File: src/leit_pkg.sv
// Purpose: constants for the laser enable interlock and timeout block
// Assumes: 125 MHz system clock, APB with 32-bit data
// Notes:   offsets are byte addresses of aligned words
package leit_pkg;
    // ------------------------------------------------------------------
    // clock and timing
    // ------------------------------------------------------------------
    localparam int unsigned CLK_MHZ        = 125;
    localparam int unsigned RESP_TMO_MS    = 500;
    localparam int unsigned RESP_TMO_CYC   = RESP_TMO_MS * 1000 * CLK_MHZ;
    localparam int unsigned NUM_HEADS      = 8;
    localparam int unsigned TIME_W         = 32;

    // ------------------------------------------------------------------
    // register map
    // ------------------------------------------------------------------
    localparam logic [7:0] ADDR_CTRL     = 8'h00;
    localparam logic [7:0] ADDR_STATUS   = 8'h04;
    localparam logic [7:0] ADDR_IRQ_STAT = 8'h08;
    localparam logic [7:0] ADDR_IRQ_MASK = 8'h0c;
    localparam logic [7:0] ADDR_HEAD_EN  = 8'h10;
    localparam logic [7:0] ADDR_START    = 8'h14;
    localparam logic [7:0] ADDR_RESP     = 8'h18;
    localparam logic [7:0] ADDR_MTIME0   = 8'h20;

    // ctrl fields
    localparam int unsigned CTRL_EN_BIT  = 0;
    // status fields
    localparam int unsigned ST_EN_BIT    = 0;
    localparam int unsigned ST_TMO_BIT   = 1;
    localparam int unsigned ST_SAFE_BIT  = 2;
    localparam int unsigned ST_RELAY_BIT = 3;
    localparam int unsigned ST_POLL_LSB  = 8;
    // interrupt events
    localparam int unsigned IRQ_W        = 3;
    localparam int unsigned EV_TMO_BIT   = 0;
    localparam int unsigned EV_SAFE_BIT  = 1;
    localparam int unsigned EV_POLL_BIT  = 2;

    localparam logic [31:0] RST_WORD     = 32'h0000_0000;
endpackage

File: src/leit_interlock.sv
// Purpose: controller-side emission interlock and per-head response watchdog
// Assumes: heads end their own measurement; inputs synchronous to clk_in
// Notes:   safety relay contact is read only; no path can switch that relay
`timescale 1ns/1ps

// Operation
// - Up to eight heads are each supervised and have their own enable path.
// - The series enable relay closes only with software enable and head drive.
// - A head's PWM passes only while controller enable and head request agree.
// - Each head stage has its own enable line, off whenever it is deasserted.
// - Each head has a configured measurement time and is polled when it ends.
// - No response 500 ms after expected end drops the shared enable for all.
// - The safety relay contact is only read and no output can switch it.
// - After a safety fault laser power stays off until an external reset and a new software enable write.
module leit_interlock
    import leit_pkg::*;
#(
    parameter int unsigned HEADS    = NUM_HEADS,
    parameter int unsigned TMO_CYC  = RESP_TMO_CYC
) (
    // clock and reset
    input  wire logic              clk_in,
    input  wire logic              rst_in,
    // apb slave
    input  wire logic              psel_in,
    input  wire logic              penable_in,
    input  wire logic              pwrite_in,
    input  wire logic [7:0]        paddr_in,
    input  wire logic [31:0]       pwdata_in,
    output logic      [31:0]       prdata_out,
    output logic                   pready_out,
    output logic                   pslverr_out,
    // heads
    input  wire logic [HEADS-1:0]  head_req_in,
    input  wire logic [HEADS-1:0]  head_pwm_in,
    output logic      [HEADS-1:0]  stage_en_out,
    output logic      [HEADS-1:0]  pwm_out,
    output logic                   relay_en_out,
    // safety relay contact
    input  wire logic              safety_ok_in,
    // interrupt
    output logic                   irq_out
);
    // poll flags fill one status byte, so eight heads at most
    if (HEADS < 1 || HEADS > 8 || TMO_CYC < 1) begin : g_bad_param
        $error("leit_interlock: unsupported parameter values");
    end

    typedef enum logic [1:0] {LEIT_IDLE, LEIT_MEAS, LEIT_POLL} leit_head_t;

    // ------------------------------------------------------------------
    // apb decode
    // ------------------------------------------------------------------
    // writes and read-clears act at the first access edge
    logic acc;
    logic wr;
    logic rd;
    assign acc = psel_in & penable_in & ~pready_out;
    assign wr  = acc & pwrite_in;
    assign rd  = acc & ~pwrite_in;

    function automatic logic is_mtime(input logic [7:0] a);
        return (a >= ADDR_MTIME0) && (a < ADDR_MTIME0 + 8'(4 * HEADS))
               && (a[1:0] == 2'b00);
    endfunction

    function automatic int unsigned mt_idx(input logic [7:0] a);
        return int'((a - ADDR_MTIME0) >> 2);
    endfunction

    // ------------------------------------------------------------------
    // registers
    // ------------------------------------------------------------------
    logic              sw_en_q;
    logic              tmo_q;
    logic              safe_lock_q;
    logic [HEADS-1:0]  head_en_q;
    logic [TIME_W-1:0] mtime_q [HEADS];
    logic [IRQ_W-1:0]  irq_stat_q;
    logic [IRQ_W-1:0]  irq_mask_q;
    logic [HEADS-1:0]  poll_q;
    logic [HEADS-1:0]  head_tmo;
    logic [HEADS-1:0]  head_poll_ev;
    logic [HEADS-1:0]  head_in_poll;
    logic              en_wr;
    logic [HEADS-1:0]  start_w;
    logic [HEADS-1:0]  resp_w;
    logic              any_tmo;
    logic              safe_ok_q;
    logic              relay_d;

    assign start_w = (wr && paddr_in == ADDR_START) ?
                     pwdata_in[HEADS-1:0] : '0;
    assign resp_w  = (wr && paddr_in == ADDR_RESP) ?
                     pwdata_in[HEADS-1:0] : '0;
    assign any_tmo = |head_tmo;
    assign en_wr   = wr && paddr_in == ADDR_CTRL && pwdata_in[CTRL_EN_BIT];

    always_ff @(posedge clk_in) begin
        if (rst_in) begin
            sw_en_q <= 1'b0;
        // open contact refuses enable; the lock clears on the same write
        end else if (any_tmo || !safe_ok_q) begin
            sw_en_q <= 1'b0;
        end else if (wr && paddr_in == ADDR_CTRL) begin
            sw_en_q <= pwdata_in[CTRL_EN_BIT];
        end
    end

    // timeout latch held until software writes enable again
    always_ff @(posedge clk_in) begin
        if (rst_in) begin
            tmo_q <= 1'b0;
        end else if (any_tmo) begin
            tmo_q <= 1'b1;
        end else if (en_wr) begin
            tmo_q <= 1'b0;
        end
    end

    // safety contact is sampled, never driven
    always_ff @(posedge clk_in) begin
        if (rst_in) begin
            safe_ok_q   <= 1'b0;
            safe_lock_q <= 1'b1;
        end else begin
            safe_ok_q <= safety_ok_in;
            if (!safe_ok_q) begin
                safe_lock_q <= 1'b1;
            end else if (en_wr) begin
                // re-arm only after the external relay reset closed the contact
                safe_lock_q <= 1'b0;
            end
        end
    end

    // head enable and mask are plain read-write words
    always_ff @(posedge clk_in) begin
        if (rst_in) begin
            head_en_q  <= '0;
            irq_mask_q <= '0;
        end else if (wr) begin
            if (paddr_in == ADDR_HEAD_EN)
                head_en_q <= pwdata_in[HEADS-1:0];
            if (paddr_in == ADDR_IRQ_MASK)
                irq_mask_q <= pwdata_in[IRQ_W-1:0];
        end
    end

    // time in clock cycles; zero still spends one cycle measuring
    always_ff @(posedge clk_in) begin
        if (rst_in) begin
            for (int i = 0; i < HEADS; i++)
                mtime_q[i] <= '0;
        end else if (wr && is_mtime(paddr_in)) begin
            mtime_q[mt_idx(paddr_in)] <= pwdata_in[TIME_W-1:0];
        end
    end

    // ------------------------------------------------------------------
    // per-head measurement and response watchdog
    // ------------------------------------------------------------------
    for (genvar g = 0; g < HEADS; g++) begin : g_head
        leit_head_t        st_q;
        logic [TIME_W-1:0] cnt_q;
        logic [31:0]       tmo_cnt_q;
        // the watchdog runs only while the head owes an answer

        always_ff @(posedge clk_in) begin
            if (rst_in) begin
                st_q      <= LEIT_IDLE;
                cnt_q     <= '0;
                tmo_cnt_q <= '0;
            end else begin
                case (st_q)
                    LEIT_IDLE: begin
                        if (start_w[g] && sw_en_q) begin
                            st_q  <= LEIT_MEAS;
                            cnt_q <= mtime_q[g];
                        end
                    end
                    LEIT_MEAS: begin
                        if (cnt_q == '0) begin
                            st_q      <= LEIT_POLL;
                            tmo_cnt_q <= '0;
                        end else begin
                            cnt_q <= cnt_q - 1'b1;
                        end
                    end
                    LEIT_POLL: begin
                        if (resp_w[g]) begin
                            st_q <= LEIT_IDLE;
                        end else if (tmo_cnt_q == 32'(TMO_CYC - 1)) begin
                            st_q <= LEIT_IDLE;
                        end else begin
                            tmo_cnt_q <= tmo_cnt_q + 32'h0000_0001;
                        end
                    end
                    default: st_q <= LEIT_IDLE;
                endcase
            end
        end

        assign head_tmo[g] = (st_q == LEIT_POLL) && !resp_w[g]
                             && (tmo_cnt_q == 32'(TMO_CYC - 1));
        assign head_poll_ev[g] = (st_q == LEIT_MEAS) && (cnt_q == '0);
        assign head_in_poll[g] = (st_q == LEIT_POLL);
    end

    // one writer for the whole poll field
    always_ff @(posedge clk_in) begin
        if (rst_in)
            poll_q <= '0;
        else
            poll_q <= head_in_poll | head_poll_ev;
    end

    // ------------------------------------------------------------------
    // emission gating
    // ------------------------------------------------------------------
    // one enabled head asking is enough to close the shared relay
    assign relay_d = sw_en_q && !tmo_q && !safe_lock_q && safe_ok_q
                     && (|(head_req_in & head_en_q));

    always_ff @(posedge clk_in) begin
        if (rst_in) begin
            relay_en_out <= 1'b0;
            stage_en_out <= '0;
            pwm_out      <= '0;
        end else begin
            relay_en_out <= relay_d;
            stage_en_out <= relay_d ? head_en_q : '0;
            pwm_out      <= (relay_d ? head_en_q : '0)
                            & head_req_in & head_pwm_in;
        end
    end

    // ------------------------------------------------------------------
    // interrupts: set wins over read-clear
    // ------------------------------------------------------------------
    // contact fall against its sampled copy, which is low after reset
    logic [IRQ_W-1:0] ev;
    assign ev = {|head_poll_ev, (safe_ok_q & ~safety_ok_in), any_tmo};

    always_ff @(posedge clk_in) begin
        if (rst_in)
            irq_stat_q <= '0;
        else if (rd && paddr_in == ADDR_IRQ_STAT)
            irq_stat_q <= ev;
        else
            irq_stat_q <= irq_stat_q | ev;
    end

    // level output, one cycle behind the status word
    always_ff @(posedge clk_in) begin
        if (rst_in)
            irq_out <= 1'b0;
        else
            irq_out <= |(irq_stat_q & irq_mask_q);
    end

    // ------------------------------------------------------------------
    // apb response, one wait state
    // ------------------------------------------------------------------
    // registered answer costs a wait state but keeps prdata glitch free
    logic        known;
    logic [31:0] rdat;
    always_comb begin
        rdat  = RST_WORD;
        known = 1'b1;
        case (paddr_in)
            ADDR_CTRL:     rdat[CTRL_EN_BIT] = sw_en_q;
            ADDR_STATUS: begin
                rdat[ST_EN_BIT]    = sw_en_q;
                rdat[ST_TMO_BIT]   = tmo_q;
                rdat[ST_SAFE_BIT]  = safe_ok_q;
                rdat[ST_RELAY_BIT] = relay_en_out;
                rdat[ST_POLL_LSB +: HEADS] = poll_q;
            end
            ADDR_IRQ_STAT: rdat[IRQ_W-1:0] = irq_stat_q;
            ADDR_IRQ_MASK: rdat[IRQ_W-1:0] = irq_mask_q;
            ADDR_HEAD_EN:  rdat[HEADS-1:0] = head_en_q;
            ADDR_START, ADDR_RESP: rdat = RST_WORD;
            default: begin
                if (is_mtime(paddr_in))
                    rdat[TIME_W-1:0] = mtime_q[mt_idx(paddr_in)];
                else
                    known = 1'b0;
            end
        endcase
    end

    always_ff @(posedge clk_in) begin
        if (rst_in) begin
            pready_out  <= 1'b0;
            pslverr_out <= 1'b0;
            prdata_out  <= RST_WORD;
        end else begin
            pready_out  <= acc;
            pslverr_out <= acc & ~known;
            prdata_out  <= rd ? rdat : RST_WORD;
        end
    end
endmodule

File: config.mk
export PLATFORM = sky130hd
export DESIGN_NAME = leit_interlock
export DESIGN_NICKNAME = d
export VERILOG_FILES = /design/src/leit_pkg.sv /design/src/leit_interlock.sv
export SDC_FILE = /design/constraint.sdc
export NUM_CORES = 2
export LEC_CHECK = 0
export ABC_CLOCK_PERIOD_IN_PS = 12700
export BUFFER_PORTS_ARGS = -buffer_cell sky130_fd_sc_hd__buf_2
export CELL_PAD_IN_SITES_DETAIL_PLACEMENT = 0
export CELL_PAD_IN_SITES_GLOBAL_PLACEMENT = 2
export CORE_MARGIN = 10
export CORE_UTILIZATION = 43
export DETAILED_ROUTE_END_ITERATION = 10
export HOLD_SLACK_MARGIN = 0.02
export MAX_ROUTING_LAYER = met4
export PLACE_DENSITY_LB_ADDON = 0.1
export SETUP_SLACK_MARGIN = 0.02
export SLEW_MARGIN = 30
export SYNTH_ARGS = -nofsm -noshare
export SYNTH_HDL_FRONTEND = slang
export SYNTH_SLANG_ARGS = --single-unit
File: constraint.sdc
create_clock -name clk_in -period 12.7 [get_ports clk_in]
set_input_delay 1.27 -clock clk_in [delete_from_list [all_inputs] [get_ports clk_in]]
set_output_delay 1.27 -clock clk_in [all_outputs]
set_load 0.005 [all_outputs]
==> qor.csv <==
stage;metric;value;unit
setup_path;crit_fanout;32;
floorplan;pin_count;114;
pwr;power;6.06;mW
floorplan;core;0.0986;sq mm
routing;dr.pass1.iters;8;
sta;min_period;4.34;ns
routing;drtIter0Drc;3402;
clock_network;post_cts_buffers;0;
clock_network;numCtsBuffers;98;
clock_network;cts_resized;0;
worst_hold_path;hold_class;register to register;
run;maxCapViolCount;0;
clock_network;clkSinkCount;862;
grt;grt_max_degree;72;
yosys;synthFlopType;dfxtp_1;
clock_network;clock_latency;0.70;ns
floorplan;initial_core_util;0.434;
yosys;synth_area;0.0428;sq mm
yosys;synth.yosys.seq_area_share;0.463;
grt;grt_overflow;0;
sta;tns;0;ns
yosys;synth-edff-count;256;
setup_path;startpoint_type;primary input;
yosys;synth_area_leaders;dfxtp_1 28%, edfxtp_1 18%, nor2_1 4.8%, nand2_1 4.3%, and2_1 4.1%;
final_layout;drive_gt1_frac;0.102;
routing;wl_per_cell;23.7;um
pwr;peakVddDrop;0.0928;mV
pwr;p_per_area;127;mW/mm^2
floorplan;die_h;335;um
setup_path;worstPathArrival;4.65;ns
routing;via_per_inst;5.96;
floorplan;die_area;0.112;sq mm
yosys;synth_nets;4877;
placement;gp_congestion;0.932;
sta;hold_violations;0;
sta;worst_slack;8.36;ns
final_layout;finalNetCount;4846;
yosys;ys_ff_latch;862;
sta;setup_violations;0;
floorplan;rows;115;
run_status;run_status;complete, no violations;
sta;worstMarginPinSlew;0.954;ns
routing;routed_wl;145000;um
sta;whs;0.436;ns
floorplan;die-width;335;um
yosys;synth.distinct_cells;88;
pwr;p_leak;17.1;nW
yosys;synth-async-reset-ratio;0;
routing;num_vias;36509;
clock_network;root_buffer;clkbuf_16;
final_layout;nFillCells;9440;
placement;io_buffer_count;113;
placement;dpl.hpwl;102000;um
grt;grt.total_usage;0.258;
grt;antenna_found_initial;14;
placement;pre_cts_ws;7.49;ns
setup_path;worstSetupEndpointType;register;
final_layout;syn2layout_area_growth;11.6;%
clock_network;clkTransAtPathRegs;0.06;ns
yosys;synthCells;4791;
sta;slew_violations;0;
sta;slew_headroom;0.363;
grt;grt_pass1_vias;34242;
sta;clock_skew;0.0240;ns
yosys;yosysTopAreaCellShare;0.284;
sta;grt_setup_unrepaired;false;
clock_network;cts_tree;done;
yosys;yosysWarnings;0;
sta;finalCritPeriodShare;0.342;
yosys;syn_avg_cell_area;8.93;sq um
routing;antenna_left;0;
clock_network;clockBufferDepth;3;
setup_path;worstPathRequired;13.01;ns
setup_path;critical_path_class;primary input to register;
sta;fmax;0.230;GHz
grt;grt_first_pass_wirelength;219000;um
routing;drc;0;
clock_network;h-tree-depth;3;
clock_network;cts_hold_buf;0;
yosys;synth_top_area_cell;dfxtp_1;
[power by group]
part           internal, mW  switching [mW]  total (mW)
logic                0.0638           0.151       0.215
registers              2.86          0.0445        2.91
clock network          1.72            1.21        2.94
[stage by stage]
stage          instance area [sq um]  utilization  cells
2_1_floorplan                  42800            -   4791
3_3_place_gp                   44400        0.450   5946
3_5_place_dp                   44500        0.451   5947
4_1_cts                        47700        0.484   6124
5_1_grt                        47700        0.484   6128
6_report                       47700        0.484   6130
[cell usage after synthesis, drive strengths merged (8+ instances only)]
| cell type | number |
|---|---|
| nand4 | 110 |
| nor3b | 15 |
| nor4 | 119 |
| mux4 | 64 |
| o21ai | 321 |
| nand2b | 18 |
| or2 | 20 |
| a32o | 40 |
| o211ai | 14 |
| ha | 24 |
| and4 | 23 |
| a22oi | 68 |
| a2bb2oi | 15 |
| edfxtp | 256 |
| inv | 63 |
| nand2 | 491 |
| and2 | 281 |
| a22o | 13 |
| o32ai | 17 |
| nor2b | 13 |
| o22ai | 20 |
| a221oi | 15 |
| nor3 | 181 |
| dfxtp | 606 |
| xnor2 | 99 |
| buf | 28 |
| a21oi | 261 |
| clkbuf | 273 |
| and3 | 44 |
| a31oi | 15 |
| nor2 | 549 |
| or3 | 89 |
| mux2i | 38 |
| a21o | 12 |
| xor2 | 101 |
| nand3 | 186 |
| o41ai | 31 |
| o21a | 8 |
| a211oi | 48 |
| o31ai | 45 |
| or4 | 59 |
| nor4b | 25 |
[sequential cells by signal, summed over array words and instances (netlist names), 3 cells and up]
signal and flops:
g_head.st_q 16, irq_mask_q 3, irq_stat_q 3, head_en_q 8, prdata_out 32, poll_q 8
g_head.cnt_q 256, mtime_q 256, g_head.tmo_cnt_q 256, pwm_out 8, stage_en_out 8
[path summary, 6_finish.rpt]
path | cells past startpoint | endpoint | start | slack [ns]
max | 7 | mtime_q[0][2] | paddr_in[1] | 8.36
min | 2 | prdata_out[10] | poll_q[2] | 0.44
max reg2reg | 6 | mtime_q[0][2] | pready_out | 9.06
min reg2reg | 2 | prdata_out[10] | poll_q[2] | 0.44
[cell usage in the layout (no fill, tap or decap), drive strengths merged, types with 25 or more instances in the layout]
master,instances
dfxtp,606
nor2,549
nand2,491
o21ai,321
and2,281
a21oi,261
edfxtp,256
nand3,186
nor3,181
buf,170
clkbuf,133
nor4,119
nand4,110
xor2,101
xnor2,99
or3,89
inv,69
a22oi,68
mux4,64
or4,59
a211oi,48
o31ai,45
and3,44
a32o,40
mux2i,38
o41ai,31
clkinv,26
nor4b,25
[cells by family (layout without fill, tap and decap cells)]
family / count (synthesis) / after routing / synth area share
muxes: 106 / 106 / 0.0436
and+or+nand+nor: 2255 / 2255 / 0.269
xor gates and xnor gates: 200 / 200 / 0.0410
other: 0 / 6 / 0
AOI/OAI and AO/OA: 977 / 977 / 0.143
adders and majority gates: 24 / 24 / 0.00702
buffers and inverters: 367 / 413 / 0.0333
DFF: 862 / 862 / 0.463
[critical path: stages]
cell and delay [ns]:
buf_2 0.11, nor4_2 0.55, and2_0 0.52, nand4b_1 0.79, nor3_2 0.32, buf_4 0.34, or2_2 0.72
[area by class of cell]
type                       instances  area, sq um  area share
multi-input combinational       3562        21800       0.456
sequential                       862        19800       0.415
clock buffer                     133         2720      0.0569
tap                             1287         1610      0.0337
timing repair buffer             170         1030      0.0215
clock inverter                    44          544      0.0114
inverter                          66          250     0.00524
antenna                            6         15.0    0.000314
[routing by layer]
layer,vias up,track usage,routed length [um]
met4,0,0.0969,5720
met2,1258,0.366,61300
met1,17553,0.353,66000
met5,-,-,0
met3,273,0.0592,12100
li1,17425,-,-
(Power assumes the default switching activity.)
